<file path="src/rtl/fopc_pkg.sv">
// Constants for the flash protection-register program controller
package fopc_pkg;

	// ----------------------------------------------------------------
	// Flash command codes
	// ----------------------------------------------------------------
	localparam logic [7:0] CMD_PROT_SETUP = 8'hC0;
	localparam logic [7:0] CMD_READ_ARRAY = 8'hFF;
	localparam logic [7:0] CMD_CLR_STATUS = 8'h50;

	// ----------------------------------------------------------------
	// Flash status byte bit positions
	// ----------------------------------------------------------------
	localparam int FSR_READY = 7;
	localparam int FSR_PROG_ERR = 4;
	localparam int FSR_SUPPLY_ERR = 3;
	localparam int FSR_LOCK_DET = 1;

	// ----------------------------------------------------------------
	// Software register offsets (byte addresses)
	// ----------------------------------------------------------------
	localparam logic [7:0] REG_CTRL = 8'h00;
	localparam logic [7:0] REG_ADDR = 8'h04;
	localparam logic [7:0] REG_DATA = 8'h08;
	localparam logic [7:0] REG_STAT = 8'h0C;
	localparam logic [7:0] REG_IRQ = 8'h10;
	localparam logic [7:0] REG_MASK = 8'h14;

	// Control register bits (write one to start)
	localparam int CTRL_PROG = 0;
	localparam int CTRL_CLR = 1;
	localparam int CTRL_ARRAY = 2;
	localparam int CTRL_RESET = 3;

	// Interrupt status bits
	localparam int IRQ_DONE = 0;
	localparam int IRQ_ERR = 1;
	localparam int IRQ_REFUSED = 2;
	localparam int IRQ_ABORTED = 3;
	localparam int IRQ_W = 4;
	localparam logic [IRQ_W-1:0] IRQ_MASK_RST = 4'h0;

	// Program result codes
	localparam logic [1:0] RES_OK = 2'h0;
	localparam logic [1:0] RES_SUPPLY = 2'h1;
	localparam logic [1:0] RES_PROG_FAIL = 2'h2;
	localparam logic [1:0] RES_LOCKED = 2'h3;

	// Chip-select patterns
	localparam logic [2:0] CS_ON = 3'h0;
	localparam logic [2:0] CS_OFF = 3'h7;

	// ----------------------------------------------------------------
	// Timing
	// ----------------------------------------------------------------
	localparam int CLK_PERIOD_PS = 8000;
	localparam int T_PHASE_NS = 80;
	localparam int T_RST_PULSE_NS = 100;
	localparam int T_RST_RECOV_NS = 210;
	localparam int PHASE_CYC = (T_PHASE_NS * 1000 + CLK_PERIOD_PS - 1) / CLK_PERIOD_PS;
	localparam int RST_PULSE_CYC = (T_RST_PULSE_NS * 1000 + CLK_PERIOD_PS - 1) / CLK_PERIOD_PS;
	localparam int RST_RECOV_CYC = (T_RST_RECOV_NS * 1000 + CLK_PERIOD_PS - 1) / CLK_PERIOD_PS;
	localparam int CNT_W = 16;

endpackage

</file>
<file path="src/rtl/fopc_bus_if.sv">
// Bus-cycle request channel between the sequencer and the pin engine
`timescale 1ns/100ps
interface fopc_bus_if #(
	parameter int DW = 16,
	parameter int AW = 24
);
	logic req;
	logic wr;
	logic [AW-1:0] addr;
	logic [DW-1:0] wdata;
	logic [DW-1:0] rdata;
	logic done;

	modport ctl(output req, output wr, output addr, output wdata, input rdata, input done);
	modport eng(input req, input wr, input addr, input wdata, output rdata, output done);
endinterface

</file>
<file path="src/rtl/fopc_bus_eng.sv">
// Flash pin engine: one asynchronous write or read cycle per request
`timescale 1ns/100ps
module fopc_bus_eng
	import fopc_pkg::*;
#(
	parameter int DW = 16,
	parameter int AW = 24,
	parameter int DIV = fopc_pkg::PHASE_CYC
) (
	input wire logic clk_i, // System clock
	input wire logic rstn_i, // Async reset, active low
	fopc_bus_if.eng bus, // Request channel
	output logic [2:0] cs_o, // Chip selects
	output logic oe_n_o, // Output enable, active low
	output logic we_n_o, // Write enable, active low
	output logic [AW-1:0] addr_o, // Flash address
	output logic [DW-1:0] dq_o, // Data out
	output logic dq_oe_n_o, // Data drive enable, low drives
	input wire logic [DW-1:0] dq_i // Data in
);
	typedef enum logic [1:0] {E_IDLE, E_SET, E_STROBE, E_HOLD} fopc_eng_e;

	fopc_eng_e st_r;
	logic [CNT_W-1:0] div_r;
	logic wr_r;
	logic done_r;
	logic [DW-1:0] rdata_r;
	wire tick = (div_r == CNT_W'(DIV - 1));

	assign bus.done = done_r;
	assign bus.rdata = rdata_r;

	// ----------------------------------------------------------------
	// Phase divider: one enable pulse per phase
	// ----------------------------------------------------------------
	always_ff @(posedge clk_i or negedge rstn_i) begin
		if (!rstn_i) begin
			div_r <= '0;
		end else if (st_r == E_IDLE || tick) begin
			div_r <= '0;
		end else begin
			div_r <= div_r + 1'b1;
		end
	end

	// ----------------------------------------------------------------
	// Cycle sequencer
	// ----------------------------------------------------------------
	always_ff @(posedge clk_i or negedge rstn_i) begin
		if (!rstn_i) begin
			st_r <= E_IDLE;
			cs_o <= CS_OFF;
			oe_n_o <= 1'b1;
			we_n_o <= 1'b1;
			addr_o <= '0;
			dq_o <= '0;
			dq_oe_n_o <= 1'b1;
			wr_r <= 1'b0;
			done_r <= 1'b0;
			rdata_r <= '0;
		end else begin
			done_r <= 1'b0;
			unique case (st_r)
				E_IDLE: if (bus.req) begin
					addr_o <= bus.addr;
					dq_o <= bus.wdata;
					wr_r <= bus.wr;
					dq_oe_n_o <= !bus.wr;
					cs_o <= CS_ON;
					st_r <= E_SET;
				end
				E_SET: if (tick) begin
					we_n_o <= !wr_r;
					oe_n_o <= wr_r;
					st_r <= E_STROBE;
				end
				E_STROBE: if (tick) begin
					we_n_o <= 1'b1;
					oe_n_o <= 1'b1;
					if (!wr_r) begin
						rdata_r <= dq_i;
					end
					st_r <= E_HOLD;
				end
				E_HOLD: if (tick) begin
					// Deselect after every cycle so each read refreshes status
					cs_o <= CS_OFF;
					dq_oe_n_o <= 1'b1;
					done_r <= 1'b1;
					st_r <= E_IDLE;
				end
			endcase
		end
	end
endmodule

</file>
<file path="src/rtl/fopc_ctrl.sv">
// Host-side protection-register program controller for a parallel flash
//
// Overview of operation
// Program is setup code then data write
// Device errors on out-of-space protection address
// Poll ready bit; CE/OE toggle refreshes status
// Decode lock/supply/program bits into result
// Supply error blocks programs until cleared
// Error bits persist until clear-status command
// Write read-array code after last program
// Completion pin low while operation runs
// Completion pin floats in suspend and reset
// Reset mid-operation: wait pulse plus recovery
// Interrupted operations are reissued by software
// Reset or power-off clears device status
// Command latch holds the last written command
// Latch returns to read-array after reset
// Issue read-array before reading the array
// Writes only with write enable and select
// Reset low disables the device entirely
// Low program supply inhibits data changes
//
// The register addresses and strobed register access were left to the implementer.
`timescale 1ns/100ps
module fopc_ctrl
	import fopc_pkg::*;
#(
	parameter int DW = 16,
	parameter int AW = 24,
	parameter int RST_PULSE = fopc_pkg::RST_PULSE_CYC,
	parameter int RST_RECOV = fopc_pkg::RST_RECOV_CYC
) (
	input wire logic clk_i, // System clock
	input wire logic rstn_i, // Async reset, active low
	input wire logic [7:0] addr_i, // Register byte address
	input wire logic [31:0] wdata_i, // Register write data
	input wire logic we_i, // Register write strobe
	input wire logic re_i, // Register read strobe
	output logic [31:0] rdata_o, // Read data, cycle after strobe
	output logic irq_o, // Level interrupt
	output logic [2:0] chip_select_o, // Flash chip selects
	output logic flash_oe_n_o, // Flash output enable, active low
	output logic flash_we_n_o, // Flash write enable, active low
	output logic [AW-1:0] flash_addr_o, // Flash address
	output logic [DW-1:0] flash_dq_o, // Flash data out
	output logic flash_dq_oe_n_o, // Flash data drive, low drives
	input wire logic [DW-1:0] flash_dq_i, // Flash data in
	output logic reset_powerdown_n_o, // Flash reset/power-down, active low
	input wire logic completion_output_i // Completion pin, pulled-up level
);
	import fopc_pkg::*;

	typedef enum logic [3:0] {
		M_IDLE, M_SETUP, M_DATA, M_WAIT, M_POLL, M_ARRAY, M_CLR, M_RST_LO, M_RST_REC
	} fopc_st_e;

	// ----------------------------------------------------------------
	// Helpers
	// ----------------------------------------------------------------
	function automatic logic is_bus_state(input fopc_st_e s);
		return (s == M_SETUP) || (s == M_DATA) || (s == M_POLL) ||
			(s == M_ARRAY) || (s == M_CLR);
	endfunction

	function automatic logic [1:0] decode_result(input logic [7:0] f);
		if (f[FSR_LOCK_DET] && !f[FSR_SUPPLY_ERR] && f[FSR_PROG_ERR]) begin
			return RES_LOCKED;
		end else if (f[FSR_SUPPLY_ERR] && f[FSR_PROG_ERR]) begin
			return RES_SUPPLY;
		end else if (f[FSR_PROG_ERR]) begin
			return RES_PROG_FAIL;
		end
		return RES_OK;
	endfunction

	function automatic logic [DW-1:0] cmd_word(input logic [7:0] c);
		return {{(DW - 8){1'b0}}, c};
	endfunction

	// ----------------------------------------------------------------
	// State
	// ----------------------------------------------------------------
	fopc_st_e st_r;
	logic sent_r;
	logic req_r;
	logic [CNT_W-1:0] cnt_r;
	logic [31:0] addr_r;
	logic [31:0] data_r;
	logic [7:0] fsr_r;
	logic [1:0] result_r;
	logic supply_lock_r;
	logic aborted_r;
	logic array_mode_r;
	logic rst_pend_r;
	logic [IRQ_W-1:0] irq_st_r;
	logic [IRQ_W-1:0] irq_mask_r;

	fopc_bus_if #(.DW(DW), .AW(AW)) bus_if ();

	fopc_bus_eng #(.DW(DW), .AW(AW), .DIV(PHASE_CYC)) u_eng (
		.clk_i(clk_i),
		.rstn_i(rstn_i),
		.bus(bus_if.eng),
		.cs_o(chip_select_o),
		.oe_n_o(flash_oe_n_o),
		.we_n_o(flash_we_n_o),
		.addr_o(flash_addr_o),
		.dq_o(flash_dq_o),
		.dq_oe_n_o(flash_dq_oe_n_o),
		.dq_i(flash_dq_i)
	);

	// ----------------------------------------------------------------
	// Register decode
	// ----------------------------------------------------------------
	wire wr_ctrl = we_i && (addr_i == REG_CTRL);
	wire wr_addr = we_i && (addr_i == REG_ADDR);
	wire wr_data = we_i && (addr_i == REG_DATA);
	wire wr_mask = we_i && (addr_i == REG_MASK);
	wire rd_irq = re_i && (addr_i == REG_IRQ);
	wire idle = (st_r == M_IDLE);
	wire busy = !idle;
	wire go_prog = wr_ctrl && wdata_i[CTRL_PROG];
	wire go_clr = wr_ctrl && wdata_i[CTRL_CLR];
	wire go_array = wr_ctrl && wdata_i[CTRL_ARRAY];
	wire go_reset = wr_ctrl && wdata_i[CTRL_RESET];
	wire prog_ok = idle && !supply_lock_r;
	wire cmd_refused = (go_prog && !prog_ok) || ((go_clr || go_array) && busy);
	wire take_reset = rst_pend_r && !sent_r && !req_r;
	wire [7:0] poll_fsr = bus_if.rdata[7:0];
	wire poll_ready = poll_fsr[FSR_READY];
	wire [1:0] poll_res = decode_result(poll_fsr);
	wire poll_done = (st_r == M_POLL) && bus_if.done && poll_ready;
	wire [31:0] stat_word = {18'h0, array_mode_r, aborted_r, supply_lock_r, result_r, busy, fsr_r};

	// ----------------------------------------------------------------
	// Bus request fields
	// ----------------------------------------------------------------
	assign bus_if.req = req_r;
	assign bus_if.wr = (st_r != M_POLL);
	assign bus_if.addr = addr_r[AW-1:0];
	assign bus_if.wdata = (st_r == M_SETUP) ? cmd_word(CMD_PROT_SETUP) :
		(st_r == M_DATA) ? data_r[DW-1:0] :
		(st_r == M_ARRAY) ? cmd_word(CMD_READ_ARRAY) :
		cmd_word(CMD_CLR_STATUS);

	// ----------------------------------------------------------------
	// Interrupt events
	// ----------------------------------------------------------------
	wire [IRQ_W-1:0] irq_set;
	assign irq_set[IRQ_DONE] = poll_done;
	assign irq_set[IRQ_ERR] = poll_done && (poll_res != RES_OK);
	assign irq_set[IRQ_REFUSED] = cmd_refused;
	assign irq_set[IRQ_ABORTED] = take_reset && (st_r == M_WAIT || st_r == M_POLL);
	// Set wins over read-clear
	wire [IRQ_W-1:0] irq_st_nxt = (rd_irq ? {IRQ_W{1'b0}} : irq_st_r) | irq_set;

	// ----------------------------------------------------------------
	// Software registers
	// ----------------------------------------------------------------
	always_ff @(posedge clk_i or negedge rstn_i) begin
		if (!rstn_i) begin
			addr_r <= '0;
			data_r <= '0;
			irq_mask_r <= IRQ_MASK_RST;
			irq_st_r <= '0;
			irq_o <= 1'b0;
		end else begin
			if (wr_addr && idle) begin
				addr_r <= wdata_i;
			end
			if (wr_data && idle) begin
				data_r <= wdata_i;
			end
			if (wr_mask) begin
				irq_mask_r <= wdata_i[IRQ_W-1:0];
			end
			irq_st_r <= irq_st_nxt;
			irq_o <= |(irq_st_nxt & irq_mask_r);
		end
	end

	always_ff @(posedge clk_i or negedge rstn_i) begin
		if (!rstn_i) begin
			rdata_o <= '0;
		end else if (!re_i) begin
			rdata_o <= '0;
		end else begin
			unique case (addr_i)
				REG_ADDR: rdata_o <= addr_r;
				REG_DATA: rdata_o <= data_r;
				REG_STAT: rdata_o <= stat_word;
				REG_IRQ: rdata_o <= {{(32 - IRQ_W){1'b0}}, irq_st_r};
				REG_MASK: rdata_o <= {{(32 - IRQ_W){1'b0}}, irq_mask_r};
				default: rdata_o <= '0;
			endcase
		end
	end

	// ----------------------------------------------------------------
	// Request pulse: one per bus cycle; M_POLL requests again until ready
	// ----------------------------------------------------------------
	always_ff @(posedge clk_i or negedge rstn_i) begin
		if (!rstn_i) begin
			req_r <= 1'b0;
			sent_r <= 1'b0;
		end else begin
			req_r <= is_bus_state(st_r) && !sent_r && !req_r && !take_reset;
			if (bus_if.done) begin
				sent_r <= 1'b0;
			end else if (req_r) begin
				sent_r <= 1'b1;
			end
		end
	end

	// ----------------------------------------------------------------
	// Sequencer
	// ----------------------------------------------------------------
	always_ff @(posedge clk_i or negedge rstn_i) begin
		if (!rstn_i) begin
			st_r <= M_IDLE;
			cnt_r <= '0;
			rst_pend_r <= 1'b0;
			reset_powerdown_n_o <= 1'b1;
			fsr_r <= '0;
			result_r <= RES_OK;
			supply_lock_r <= 1'b0;
			aborted_r <= 1'b0;
			array_mode_r <= 1'b1;
		end else begin
			if (go_reset) begin
				rst_pend_r <= 1'b1;
			end
			if (take_reset) begin
				// Device ignores all other pins while held in reset
				rst_pend_r <= 1'b0;
				reset_powerdown_n_o <= 1'b0;
				cnt_r <= CNT_W'(RST_PULSE - 1);
				if (st_r == M_WAIT || st_r == M_POLL) begin
					aborted_r <= 1'b1;
				end
				st_r <= M_RST_LO;
			end else begin
				unique case (st_r)
					M_IDLE: begin
						if (go_prog && prog_ok) begin
							array_mode_r <= 1'b0;
							st_r <= M_SETUP;
						end else if (go_clr) begin
							st_r <= M_CLR;
						end else if (go_array) begin
							st_r <= M_ARRAY;
						end
					end
					M_SETUP: if (bus_if.done) begin
						st_r <= M_DATA;
					end
					M_DATA: if (bus_if.done) begin
						st_r <= M_WAIT;
					end
					M_WAIT: if (completion_output_i) begin
						// Pin released: device state machine finished
						st_r <= M_POLL;
					end
					M_POLL: if (bus_if.done) begin
						fsr_r <= poll_fsr;
						if (poll_ready) begin
							result_r <= poll_res;
							if (poll_fsr[FSR_SUPPLY_ERR]) begin
								supply_lock_r <= 1'b1;
							end
							st_r <= M_ARRAY;
						end
					end
					M_ARRAY: if (bus_if.done) begin
						array_mode_r <= 1'b1;
						st_r <= M_IDLE;
					end
					M_CLR: if (bus_if.done) begin
						supply_lock_r <= 1'b0;
						result_r <= RES_OK;
						aborted_r <= 1'b0;
						fsr_r <= '0;
						array_mode_r <= 1'b0;
						st_r <= M_IDLE;
					end
					M_RST_LO: begin
						if (cnt_r == '0) begin
							reset_powerdown_n_o <= 1'b1;
							cnt_r <= CNT_W'(RST_RECOV - 1);
							st_r <= M_RST_REC;
						end else begin
							cnt_r <= cnt_r - 1'b1;
						end
					end
					M_RST_REC: begin
						if (cnt_r == '0) begin
							// Device status gone, latch back in read-array
							fsr_r <= '0;
							supply_lock_r <= 1'b0;
							array_mode_r <= 1'b1;
							st_r <= M_IDLE;
						end else begin
							cnt_r <= cnt_r - 1'b1;
						end
					end
				endcase
			end
		end
	end
endmodule

</file>
<file path="config.mk">
export PLATFORM = sky130hd
export DESIGN_NAME = fopc_ctrl
export DESIGN_NICKNAME = d
export VERILOG_FILES = /design/src/rtl/fopc_pkg.sv /design/src/rtl/fopc_bus_if.sv /design/src/rtl/fopc_bus_eng.sv /design/src/rtl/fopc_ctrl.sv
export SDC_FILE = /design/constraint.sdc
export NUM_CORES = 1
export LEC_CHECK = 0
export BUFFER_PORTS_ARGS = -buffer_cell sky130_fd_sc_hd__buf_2
export CORE_MARGIN = 1
export CORE_UTILIZATION = 62
export DETAILED_ROUTE_END_ITERATION = 16
export GPL_TIMING_DRIVEN = 1
export PLACE_DENSITY = 0.85
export SLEW_MARGIN = 20
export SYNTH_ARGS = -nofsm -noshare
export SYNTH_HDL_FRONTEND = slang
export SYNTH_HIERARCHICAL = 1
export SYNTH_SLANG_ARGS = --single-unit
export TNS_END_PERCENT = 100
</file>
<file path="constraint.sdc">
create_clock -name clk_i -period 5.5 [get_ports clk_i]
set_clock_uncertainty 0.2 [all_clocks]
set_input_delay 0.55 -clock clk_i [delete_from_list [all_inputs] [get_ports clk_i]]
set_output_delay 0.55 -clock clk_i [all_outputs]
set_load 0.005 [all_outputs]
</file>
# --- Word level (Yosys, flattened, before mapping) ---
# Index checks and enable logic that the tools add are counted.
word_totals:
  ff_bits: 216
  in_bits: 61
  word_cells: 225
  out_inout_bits: 80
classes:
  n_mux: 75
  n_reduce_logical: 76
  n_addsub: 2
  bitwise_logic: 4
  eq_ne: 40
ops:
  columns: ["op", "n"]
  rows:
  - ["$pmux 32 s5", 1]
  - ["$mux 16", 6]
  - ["$mux 4", 13]
  - ["$mux 32", 1]
  - ["$mux 8", 4]
  - ["$pmux 16 s2", 1]
  - ["$pmux 4 s8", 1]
  - ["$logic_and 1x1->1", 27]
  - ["$mux 1", 26]
  - ["$pmux 8 s3", 1]
  - ["$mux 2", 11]
  - ["$ne 2x1->1 const B", 10]
  - ["$reduce_bool 2->1", 10]
  - ["$add 16x1->16 const B", 1]
  - ["$eq 16x4->1 const B", 1]
  - ["$eq 4x3->1 const B", 4]
  - ["$eq 8x4->1 const B", 2]
  - ["$eq 8x5->1 const B", 2]
  - ["$logic_not 16->1", 1]
  - ["$sub 16x1->16 const B", 1]
  - ["$ne 3x2->1 const B", 4]
  - ["$ne 3x3->1 const B", 4]
  - ["$reduce_and 3->1", 4]
  - ["$reduce_and 5->1", 2]
  - ["34 further kinds", 59]

# --- Logic depth before layout (Yosys ltp) ---
depth:
  depth_word: 10
  mapped_depth: 8
  depth_no_buf: 7

# --- Cells and area by module ---
# The synthesis kept the hierarchy.
by_module_without_submodules:
  columns: ["module", "n_inst", "seq_area_each_um2", "area_each_um2", "cells_per_inst"]
  rows:
  - ["fopc_ctrl", 1, 3555.9, 6538.8, 573]
  - ["fopc_bus_eng", 1, 2006.9, 3390.8, 242]

# --- Least setup slack after synthesis ---
# Ideal clock, no wire load.
synth_path:
  path_kind: "input to register"
  startpoint: "in addr_i[5]"
  endpoint: "reg data_r[14]"
  arrival_ps: 1952
  required_ps: 5175
  n_path_buf: 2
  stages: 7
  setup_time_ps: 125
  slack_ps: 3223
  cell_sequence: "nor4_4 nand3_1 nor2_2 and3_1 buf_2 buf_6 mux2_2"
synth_between:
  elab_chain_len: 3
synth_lines:
  columns: ["element", "line", "rtl"]
  rows:
  - ["start: declaration", "fopc_ctrl.sv:35", "input wire logic [7:0] addr_i,"]
  - ["$eq 8x4->1", "fopc_ctrl.sv:118", "wire wr_data = we_i && (addr_i == REG_DATA);"]
  - ["$logic_and 1x1->1", "fopc_ctrl.sv:118", null]
  - ["$logic_and 1x1->1", "fopc_ctrl.sv:172", "if (wr_data && idle) begin"]
  - ["end signal: assignment", "fopc_ctrl.sv:173", "data_r <= wdata_i;"]
  - ["end: declaration", "fopc_ctrl.sv:88", "logic [31:0] data_r;"]
# Every way passes these cells.
# A chain may end at the register's enable or synchronous reset.

==> results.yml <==
route:
  vias: 6925
  post_drt_wl_per_cell_microns: 18.67
  drc: 0
  first_pass_iters: 5
  vias_per_cell: 6.161
  final_antenna_net_count: 0
  drt-initial-drc-count: 548
  routed_wl_microns: 20980
timing:
  tns_ns: 0
  hold_ws_ns: 0.07786
  final-max-slew-violation-count: 0
  fin_ws_ns: 2.416
  hold_viol: 0
  final.min_clock_period_ns: 3.084
  slew_headroom: 0.2505
  rsz0062_at_grt: "no"
  fin_crit_sh: 0.5608
  setup_viol: 0
  timing.fmax_mhz: 324.2
  tightest_slew_ns: 1.120
place:
  io_buffers: 132
  placed_area_sq_um: 10340
  hpwlAfterDp_microns: 13750
  gp_congestion: 0.8811
  post-place-ws_ns: 2.403
worst_setup_path:
  path_depth: 3
  endpoint_kind: "flip-flop"
  reg2reg_slack_ns: 2.42
  crit_buf_inv: 0
  crit_arrival_ns: 3.25
  cp-start-kind: "flip-flop"
  endpoint: "addr_r[12]"
  crit_fanout: 32
  crit_required_ns: 5.67
  r2r-start: "st_r[1]"
  r2r_cells: 3
  r2r_end: "addr_r[12]"
  crit_slowest_cell: "nand3_2"
  worstPathCellList: "nor4_4 > nand3_2 > mux2_1"
  cpPeakStageDelay_ns: 0.85
  path_class: "reg -> reg"
  path_delay_family: "simple AND/OR/NAND/NOR gates"
  crit_path_start: "st_r[1]"
clock_network:
  insertion_delay_ns: 0.50
  cts_made_buffers: 21
  tritoncts: "built"
  cts_max_level: 1
  clk_pin_slew_worst_paths_ns: 0.07
  cts_setup_buffers: 0
  clockBufferDepth: 3
  hold_buffers: 1
  cts.repair.resized: 0
  cts-root-buf: "clkbuf_16"
  cts.sink_count: 214
global_route:
  grtUsageMet1: 0.3645
  grt_max_degree: 114
  globalRoute.totalOverflow: 0
  grt_pass1_wl_microns: 34890
  antenna_found_initial: 0
  gr-usage-met2: 0.4608
  grt_use_total: 0.2731
  grt-busiest-layer: "met2"
  grt_pass1_vias: 6903
  use_met3: 0.04049
logic_synthesis:
  syn_nets: 869
  avgSynthCellArea_sq_um: 12.03
  ys_warn_count: 6
  synth_area_sq_um: 9613
  syn_inst: 799
worst_hold_path:
  hold_depth: 2
  hold_path.class: "in -> reg"
power:
  ir_drop_mv: 0.2389
  p_leak_uw: 0.005413
  p_per_area_nw_per_um2: 376.3
floorplanning:
  die_area_sq_um: 16010
  die_w_microns: 126.5
  io_pins: 141
  coreArea_sq_um: 15150
  die_h_microns: 126.5
  start_util: 0.6347
  rows: 45
finish:
  fillers: 957
  area_growth_pct: 14.72
  layout_commonest_cell: "dfrtp_1"
  final_cell_area_sq_um: 11030
  nets: 990
  drive_above_1_share: 0.3070
  fin_util: 0.7281
  final_cell_mix: "dfrtp_1 (208), buf_2 (131), mux2_2 (76), nor2_1 (75), nand2_1 (54)"
status:
  status: "complete, no violations"
job:
  cap_violations: 0
==> final cells by class <==
cell class,instances,area [sq um],share of cell area
Antenna cell,1,2.502,0.0002269
Multi-Input combinational cell,530,3968,0.3598
Clock inverter,7,72.57,0.006580
Tap cell,188,235.2,0.02133
Timing Repair Buffer,141,739.5,0.06705
Sequential cell,214,5363,0.4863
Inverter,12,45.04,0.004084
Clock buffer,31,603.1,0.05469
==> worst min path at each step <==
stage                 from         end
2_1_floorplan       rstn_i   aborted_r
3_3_place_gp      fsr_r[3]    fsr_r[3]
3_5_place_dp    data_r[23]  data_r[23]
4_1_cts        wdata_i[29]  addr_r[29]
5_1_grt        wdata_i[26]  addr_r[26]
6_report       wdata_i[29]  addr_r[29]
==> flip-flops by register name (all words and copies together), names as in the netlist, 4 cells and up <==
signal and cells:
u_eng/addr_o 24, u_eng/div_r 16, rdata_o 32, irq_st_r 4
addr_r 32, irq_mask_r 4, st_r 4, u_eng/dq_o 16
cnt_r 16, u_eng/bus.rdata 8, fsr_r 8, data_r 32
==> power by group <==
part | internal (uW) | switching (uW)
sequential | 1730 | 196
combinational | 367 | 465
clock | 811 | 580
==> routing by layer <==
layer / up-vias / wire, microns
met3: 54 / 1227
met2: 268 / 10290
met4: 0 / 535
li1: 3153 / -
met5: - / 0
met1: 3450 / 8924
==> per-stage QoR <==
step                      total power, uW  cells
after floorplan                      2526    799
after global placement               2729   1084
after detailed placement             2763   1084
after CTS                            4157   1123
after global routing                 4360   1123
final                                4150   1124
Power figures use the tool's default switching activity.
